[src/common/adcpf_pkg.sv]
// Purpose: shared constants for the scan and compare controller
// Assumes: 8-bit register port, ten channels, ten-bit results
// Notes: offsets are word indices on the plain register port
package adcpf_pkg;
  localparam int unsigned NUM_CH = 10;
  localparam int unsigned RES_W = 10;
  localparam int unsigned ADDR_W = 5;
  localparam int unsigned DATA_W = 8;
  // register offsets
  localparam logic [4:0] OFF_MODE = 5'h00;
  localparam logic [4:0] OFF_CHSEL = 5'h01;
  localparam logic [4:0] OFF_CMPMODE = 5'h02;
  localparam logic [4:0] OFF_THRESH = 5'h03;
  localparam logic [4:0] OFF_STATUS = 5'h04;
  localparam logic [4:0] OFF_RES_BASE = 5'h08;
  // mode_control_0 fields
  localparam int unsigned MODE_CE_BIT = 7;
  localparam int unsigned MODE_MD_LSB = 4;
  localparam logic [1:0] MD_CONT_SEL = 2'h0;
  localparam logic [1:0] MD_CONT_SCAN = 2'h1;
  localparam logic [1:0] MD_ONESHOT = 2'h2;
  // compare_mode_reg fields
  localparam int unsigned CMP_EN_BIT = 7;
  localparam int unsigned CMP_COND_BIT = 6;
  // status fields
  localparam int unsigned ST_ACTIVE_BIT = 7;
  localparam int unsigned ST_IRQF_BIT = 0;
  localparam logic [7:0] RST_BYTE = 8'h00;
  localparam logic [3:0] CH_FIRST = 4'h0;
  // conversion time
  localparam int unsigned CONV_TIME_NS = 2000;
  localparam int unsigned CLK_PERIOD_NS = 20;
  localparam int unsigned CONV_CYC = (CONV_TIME_NS + CLK_PERIOD_NS - 1) / CLK_PERIOD_NS;
endpackage : adcpf_pkg

[src/adcpf_conv_timer.sv]
// Purpose: paces one conversion and pulses done at its end
// Assumes: conv_code_i from the analog front end is stable at done
// Notes: restart re-arms the count from zero
`timescale 1ns/1ps
`default_nettype none
module adcpf_conv_timer import adcpf_pkg::*; #(
  parameter int unsigned CYCLES = CONV_CYC
) (
  input wire logic clk_i,
  input wire logic rst_b_i,
  input wire logic start_i,
  input wire logic abort_i,
  output logic busy_o,
  output logic done_o
);
  localparam int unsigned CW = $clog2(CYCLES + 1);
  logic [CW-1:0] cnt_r;

  initial begin
    if (CYCLES < 2) $error("conversion needs at least two cycles");
  end

  always_ff @(posedge clk_i) begin
    if (!rst_b_i || abort_i) begin
      busy_o <= 1'b0;
      done_o <= 1'b0;
      cnt_r <= '0;
    end else begin
      done_o <= 1'b0;
      if (start_i) begin
        busy_o <= 1'b1;
        cnt_r <= '0;
      end else if (busy_o) begin
        if (cnt_r == CW'(CYCLES - 1)) begin
          busy_o <= 1'b0;
          done_o <= 1'b1;
        end else begin
          cnt_r <= cnt_r + CW'(1);
        end
      end
    end
  end
endmodule : adcpf_conv_timer
`default_nettype wire

[src/adcpf_ctrl.sv]
// Purpose: scan sequencing, threshold compare and end-of-conversion flag
// Assumes: software trigger only; front end gives ten-bit code on done
// Notes: registers on a plain strobe port, read data one cycle later
//
// How it works
// - one-shot scan converts channel 0 up to selected channel, storing each result
// - one-shot scan raises end interrupt after last channel, then stops
// - compare disabled: interrupt after every conversion in continuous select, after the last channel in scans
// - compare on, condition 0: interrupt when high byte >= threshold
// - compare on, condition 1: interrupt when high byte < threshold
// - continuous select compare: always store, interrupt on match, run until disabled
// - continuous scan compare: only channel 0 compared, others stored, restart
// - continuous scan: after channel 0, convert further channels, then channel 0 again
// - one-shot scan compare: compare channel 0 only, store all, stop once
// - clearing converter enable halts conversion to save power
// - rewriting channel select leaves interrupt flag untouched
// - conversion-active bit set when a conversion starts
// - writing mode, select, compare or threshold mid-conversion restarts it
`timescale 1ns/1ps
`default_nettype none
module adcpf_ctrl import adcpf_pkg::*; #(
  parameter int unsigned CONV_CYCLES = CONV_CYC
) (
  input wire logic clk_i,
  input wire logic rst_b_i,
  input wire logic [ADDR_W-1:0] addr_i,
  input wire logic [DATA_W-1:0] wdata_i,
  input wire logic wr_i,
  input wire logic rd_i,
  output logic [DATA_W-1:0] rdata_o,
  input wire logic [RES_W-1:0] conv_code_i,
  output logic [3:0] mux_sel_o,
  output logic sample_o,
  output logic conv_active_o,
  output logic conv_end_irq_o
);
  typedef enum logic [2:0] {
    ADCPF_IDLE = 3'b001,
    ADCPF_CONV = 3'b010,
    ADCPF_NEXT = 3'b100
  } adcpf_state_t;

  adcpf_state_t state_r;
  logic [7:0] mode_control_0_r;
  logic [3:0] channel_select_reg_r;
  logic [7:0] compare_mode_reg_r;
  logic [7:0] compare_threshold_reg_r;
  logic conversion_irq_flag_r;
  logic [3:0] cur_ch_r;
  logic [RES_W-1:0] channel_result_reg_r [NUM_CH];
  logic start_r;
  logic busy;
  logic done;
  logic cfg_wr;
  logic converter_enable;
  logic [1:0] md;
  logic compare_enable;
  logic compare_condition;
  logic [7:0] result_high_byte;
  logic cmp_hit;
  logic irq_fire;
  logic last_ch;
  logic flag_clr;
  logic parked;

  function automatic logic is_cfg(input logic [ADDR_W-1:0] a);
    return (a == OFF_MODE) || (a == OFF_CHSEL) || (a == OFF_CMPMODE) || (a == OFF_THRESH);
  endfunction : is_cfg

  assign converter_enable = mode_control_0_r[MODE_CE_BIT];
  assign md = mode_control_0_r[MODE_MD_LSB +: 2];
  assign compare_enable = compare_mode_reg_r[CMP_EN_BIT];
  assign compare_condition = compare_mode_reg_r[CMP_COND_BIT];
  assign cfg_wr = wr_i && is_cfg(addr_i);
  assign result_high_byte = conv_code_i[RES_W-1 -: 8];
  assign last_ch = (md == MD_CONT_SEL) || (cur_ch_r >= channel_select_reg_r);
  // a finished one-shot ignores config writes; only an enable toggle re-runs it
  assign parked = (state_r == ADCPF_CONV) && !busy && !start_r && !done;

  assign cmp_hit = compare_condition ? (result_high_byte < compare_threshold_reg_r)
                                     : (result_high_byte >= compare_threshold_reg_r);

  always_comb begin
    irq_fire = 1'b0;
    if (done) begin
      if (!compare_enable) begin
        // scans interrupt only at end of pass
        irq_fire = last_ch;
      end else if (md == MD_CONT_SEL) begin
        irq_fire = cmp_hit;
      end else begin
        // scan modes judge channel 0 alone
        irq_fire = (cur_ch_r == CH_FIRST) && cmp_hit;
      end
    end
  end

  adcpf_conv_timer #(
    .CYCLES(CONV_CYCLES)
  ) u_timer (
    .clk_i(clk_i),
    .rst_b_i(rst_b_i),
    .start_i(start_r),
    .abort_i(cfg_wr),
    .busy_o(busy),
    .done_o(done)
  );

  // configuration registers
  always_ff @(posedge clk_i) begin
    if (!rst_b_i) begin
      mode_control_0_r <= RST_BYTE;
      channel_select_reg_r <= CH_FIRST;
      compare_mode_reg_r <= RST_BYTE;
      compare_threshold_reg_r <= RST_BYTE;
    end else if (wr_i) begin
      unique case (addr_i)
        OFF_MODE: mode_control_0_r <= wdata_i;
        // channels beyond nine are clamped so scans never run off the result array
        OFF_CHSEL: channel_select_reg_r <= (wdata_i[3:0] > 4'(NUM_CH - 1)) ?
                                           4'(NUM_CH - 1) : wdata_i[3:0];
        OFF_CMPMODE: compare_mode_reg_r <= wdata_i;
        OFF_THRESH: compare_threshold_reg_r <= wdata_i;
        default: ;
      endcase
    end
  end

  // sequencer
  always_ff @(posedge clk_i) begin
    if (!rst_b_i) begin
      state_r <= ADCPF_IDLE;
      cur_ch_r <= CH_FIRST;
      start_r <= 1'b0;
    end else begin
      start_r <= 1'b0;
      if (!converter_enable || (cfg_wr && addr_i == OFF_MODE && !wdata_i[MODE_CE_BIT])) begin
        state_r <= ADCPF_IDLE;
        start_r <= 1'b0;
      end else if (cfg_wr && !parked) begin
        // back through idle so the pass restarts with the new settings
        state_r <= ADCPF_IDLE;
      end else begin
        unique case (state_r)
          ADCPF_IDLE: begin
            // entered on enable or restart; picks up settings written just before
            state_r <= ADCPF_NEXT;
            cur_ch_r <= (md == MD_CONT_SEL) ? channel_select_reg_r : CH_FIRST;
          end
          ADCPF_NEXT: begin
            start_r <= 1'b1;
            state_r <= ADCPF_CONV;
          end
          ADCPF_CONV: begin
            if (done) begin
              if (md == MD_CONT_SEL) begin
                state_r <= ADCPF_NEXT;
              end else if (!last_ch) begin
                cur_ch_r <= cur_ch_r + 4'h1;
                state_r <= ADCPF_NEXT;
              end else if (md == MD_CONT_SCAN) begin
                cur_ch_r <= CH_FIRST;
                state_r <= ADCPF_NEXT;
              end else begin
                state_r <= ADCPF_CONV; // parked
              end
            end
          end
          default: state_r <= ADCPF_IDLE;
        endcase
      end
    end
  end

  // results always stored regardless of compare outcome
  always_ff @(posedge clk_i) begin
    if (!rst_b_i) begin
      for (int i = 0; i < NUM_CH; i++) begin
        channel_result_reg_r[i] <= '0;
      end
    end else if (done) begin
      channel_result_reg_r[cur_ch_r] <= conv_code_i;
    end
  end

  // interrupt flag: set beats clear; select writes do not touch it
  assign flag_clr = wr_i && (addr_i == OFF_STATUS) && !wdata_i[ST_IRQF_BIT];
  always_ff @(posedge clk_i) begin
    if (!rst_b_i) begin
      conversion_irq_flag_r <= 1'b0;
      conv_end_irq_o <= 1'b0;
    end else begin
      conv_end_irq_o <= irq_fire;
      if (irq_fire) begin
        conversion_irq_flag_r <= 1'b1;
      end else if (flag_clr) begin
        conversion_irq_flag_r <= 1'b0;
      end
    end
  end

  // front end drive
  always_ff @(posedge clk_i) begin
    if (!rst_b_i) begin
      mux_sel_o <= CH_FIRST;
      sample_o <= 1'b0;
      conv_active_o <= 1'b0;
    end else begin
      mux_sel_o <= cur_ch_r;
      sample_o <= start_r;
      conv_active_o <= busy || start_r;
    end
  end

  // read port
  always_ff @(posedge clk_i) begin
    if (!rst_b_i) begin
      rdata_o <= RST_BYTE;
    end else if (rd_i) begin
      rdata_o <= RST_BYTE;
      if (addr_i == OFF_MODE) begin
        rdata_o <= mode_control_0_r;
      end else if (addr_i == OFF_CHSEL) begin
        rdata_o <= {4'h0, channel_select_reg_r};
      end else if (addr_i == OFF_CMPMODE) begin
        rdata_o <= compare_mode_reg_r;
      end else if (addr_i == OFF_THRESH) begin
        rdata_o <= compare_threshold_reg_r;
      end else if (addr_i == OFF_STATUS) begin
        rdata_o[ST_ACTIVE_BIT] <= busy || start_r;
        rdata_o[ST_IRQF_BIT] <= conversion_irq_flag_r;
      end else if (addr_i >= OFF_RES_BASE && addr_i < OFF_RES_BASE + ADDR_W'(NUM_CH)) begin
        // high byte only; full code is not readable on an 8-bit port
        rdata_o <= channel_result_reg_r[4'(addr_i - OFF_RES_BASE)][RES_W-1 -: 8];
      end
    end
  end
endmodule : adcpf_ctrl
`default_nettype wire

[config.mk]
export PLATFORM = sky130hd
export DESIGN_NAME = adcpf_ctrl
export DESIGN_NICKNAME = d
export VERILOG_FILES = /design/src/common/adcpf_pkg.sv /design/src/adcpf_conv_timer.sv /design/src/adcpf_ctrl.sv
export SDC_FILE = /design/constraint.sdc
export NUM_CORES = 1
export LEC_CHECK = 0
export BUFFER_PORTS_ARGS = -buffer_cell sky130_fd_sc_hd__buf_2
export CAP_MARGIN = 20
export CORE_AREA = 2 2 126 128
export CTS_BUF_LIST = sky130_fd_sc_hd__clkbuf_8
export CTS_CLUSTER_DIAMETER = 60
export CTS_CLUSTER_SIZE = 24
export DETAILED_ROUTE_END_ITERATION = 8
export DIE_AREA = 0 0 128 130
export HOLD_SLACK_MARGIN = 0.12
export PLACE_DENSITY = 0.68
export SLEW_MARGIN = 0
export SYNTH_ARGS = -nofsm -noshare
export SYNTH_HDL_FRONTEND = slang
export SYNTH_SLANG_ARGS = --single-unit
[constraint.sdc]
create_clock -name clk_i -period 6.4 [get_ports clk_i]
set_input_delay 0.64 -clock clk_i [delete_from_list [all_inputs] [get_ports clk_i]]
set_output_delay 0.64 -clock clk_i [all_outputs]
set_load 0.01 [all_outputs]
==> metrics.md <==
| Metric | Value |
|---|---|
| Wirelength, routed | `18.6 mm` |
| CTS root buf | `clkbuf_8` |
| Vias/cell | `5.86` |
| Crit path from | `rst_b_i` |
| Crit path capture type | `flip-flop` |
| Synthesized flop and latch total | `approximately 160` |
| Reg-to-Reg End | `channel_result_reg_r[2][4]` |
| Num CTS Buffers | `17` |
| RSZ-0062 raised after global routing | `no` |
| Fin worst setup slack | `around 3.4 ns` |
| Largest net degree at the start of global routing | `65` |
| Number of antenna-violating nets in the routed design | `0` |
| Most numerous cell in the Yosys netlist | `edfxtp_1` |
| Minimum clock period | `around 3.0 ns` |
| Place WS | `2.95 ns` |
| Syn Inst Count | `between 600 and 700` |
| Critical path arrival | `around 3.1 ns` |
| Nature of the critical path startpoint | `primary input` |
| Req. time, crit path | `between 6 and 7 ns` |
| DR iter-0 viols | `509` |
| Core area | `between 15000 and 20000 um^2` |
| Largest cells by area after synthesis | `edfxtp_1 38%, dfxtp_1 16%, mux4_2 6.0%, mux2i_1 4.8%, nor2_1 3.9%` |
| Die height | `~130 um` |
| Fin util | `53.3%` |
| Clock skew | `0.0153 ns` |
| Tcrit/Tclk final | `46.5%` |
| CTS tree | `done` |
| Reg-to-Reg Start | `cur_ch_r[1]` |
| FF-to-FF path depth | `4` |
| Max Clk Rate | `approximately 0.34 GHz` |
| Resize count post-CTS | `0` |
| Leakage | `2.91 nW` |
| Layout cells sized above 1 | `between 10% and 20%` |
| Syn Nets | `725` |
| Primary FF master, synth | `edfxtp_1` |
| Top cell type's share of synthesized area | `a little under two fifths` |
| RePlAce Congestion | `between 0.9 and 1` |
| Seq/Total Area, Yosys | `54.3%` |
| DR pass1 iterations | `5` |
| Finished Cell Area | `between 8000 and 9000 um^2` |
| CP endpoint | `channel_result_reg_r[2][4]` |
| Peak supply drop | `roughly 140 uV` |
| Clock slew at the register clock pins of the worst setup and hold paths | `0.09 ns` |
| Setup repair bufs after CTS | `0` |
| Final setup fails | `0` |
| Status | `complete, no violations` |
| Yosys top cell by area | `edfxtp_1` |
| Number of synthesized flops with an enable pin | `96` |
| DPL Wire Length | `approximately 13 mm` |
| Vias in the first global route | `roughly 5200` |
| Row count | `46` |
| Max Root-Sink Buffers | `2` |
| Syn. warnings | `0` |
| Syn Area/Cell | `between 10 and 15 um^2` |
| H-Tree Depth | `4` |
| Pwr Total | `1.94 mW` |
| DR WL/cell | `between 20 and 25 um` |
| Setup tns final | `0 ns` |
| Initial antenna violation count | `0` |
| Hold buffer count at cts | `0` |
| IO Port Bufs | `39` |
| Worst skew pair latency | `0.47 ns` |
| Mapped cell area | `roughly 7600 um^2` |
| Final layout net count | `about 750` |
| Max-Slew Margin vs Limit | `around two fifths` |
| Min-Delay Path Class | `in -> reg` |
| Area Growth Syn to Fin | `8.77%` |
| Global-route wire length before repair | `between 20 and 30 mm` |
| Aggregate global routing overflow | `0` |
| Sink Count | `about 160` |
| Least-Margin Pin Slew | `roughly 0.90 ns` |
| Initial Util | `49.0%` |
| Async S/R FF share, synth | `0%` |
| Max-Cap Viols | `0` |
| DP Area | `between 7000 and 8000 um^2` |
| Chip width | `about 130 um` |
| Count of cell types in the netlist | `58` |
| Power density over cell area | `235 nW/um^2` |
| Global-route usage over all layers | `a little under a quarter` |
| Max Slew Vio Count | `0` |
| Vias | `between 5000 and 6000` |
| Crit path kind | `in -> reg` |
| Final Hold Vio Count | `0` |
| CP max FO | `64` |
| R2R setup slack | `between 3 and 4 ns` |
| ANT cells | `0` |
| DIE AREA | `roughly 17000 um^2` |
| # DRC | `0` |
| Synth cell count leaders | `96 x edfxtp_1, 78 x nor2_1, 61 x dfxtp_1` |
| Io pins | `between 40 and 50` |
## critical path, cell delays in order
cell and delay, ns:
buf_2 0.08, buf_4 0.49, nand2_1 0.18, or3_1 0.46
nor3_1 0.73, nand2b_1 0.48
## stage by stage
| step | hold slack, ns | std cells |
|---|---|---|
| CTS | 0.432 | 917 |
| global placement | 0.469 | 884 |
| floorplan | 0.453 | 683 |
| global route | 0.482 | 917 |
| finish | 0.448 | 917 |
| detailed placement | 0.479 | 885 |
## cell type report
type	instances	area, um^2
clock buffer	17	234
clock inverter	15	124
fill	1363	7200
inverter	35	131
multi-input combinational	456	3150
sequential	157	4100
tap	192	240
timing repair buffer	45	240
## sequential cells by signal (all words and copies together), names as in the netlist, 3 cells and up
signal and cells:
channel_result_reg_r 96, channel_select_reg_r 4, compare_mode_reg_r 8, compare_threshold_reg_r 8, cur_ch_r 4, mode_control_0_r 8, mux_sel_o 4, rdata_o 8
state_r 3, u_timer.cnt_r 7
## power breakdown
part / leakage, nW / internal (mW) / switching (mW)
sequential: 1.36 / 1.10 / 0.0108
clock: 0.178 / 0.305 / 0.385
combinational: 1.37 / 0.0553 / 0.0833
total: 2.91 / 1.46 / 0.479
## metal layers
| metal | up-vias | share of wire, % | track usage, % |
|---|---|---|---|
| li1 | 2516 | - | - |
| met1 | 2625 | 44 | 32.0 |
| met2 | 196 | 47 | 37.4 |
| met3 | 35 | 6.0 | 4.31 |
| met4 | 0 | 3.0 | 10.5 |
| met5 | - | 0 | 0 |
## cells by family after synthesis
group	synth area share, %
fa+ha+maj	2.48
mux	11.6
xor+xnor	0.695
flops	54.3
simple gates	17.7
compound gates	9.22
buf+inv	4.05
## layout by cell type (no fill, tap or decap), types with 5 or more instances in the layout
cell type,instances
nor2b_1,36
nand3_1,14
buf_2,39
inv_1,37
nand4_1,5
buf_4,6
mux4_2,20
nand2_1,47
mux2i_1,36
edfxtp_1,96
nor2_1,78
a211oi_1,10
o21ai_0,27
nand2b_1,10
ha_1,15
dfxtp_1,61
o22ai_1,8
nand3b_1,5
nor3_1,12
a21oi_1,36
clkbuf_8,17
mux2_2,6
nor3b_1,6
and2_1,27
## worst min-delay path by stage
stage,to,start,cells past startpoint
detailed placement,u_timer.cnt_r[6],u_timer.cnt_r[6],2
finish,compare_threshold_reg_r[0],wdata_i[0],3
floorplan,u_timer.cnt_r[6],u_timer.cnt_r[6],2
global route,compare_threshold_reg_r[0],wdata_i[0],3
CTS,compare_threshold_reg_r[0],wdata_i[0],3
global placement,u_timer.cnt_r[6],u_timer.cnt_r[6],2
(Power assumes the default switching activity.)
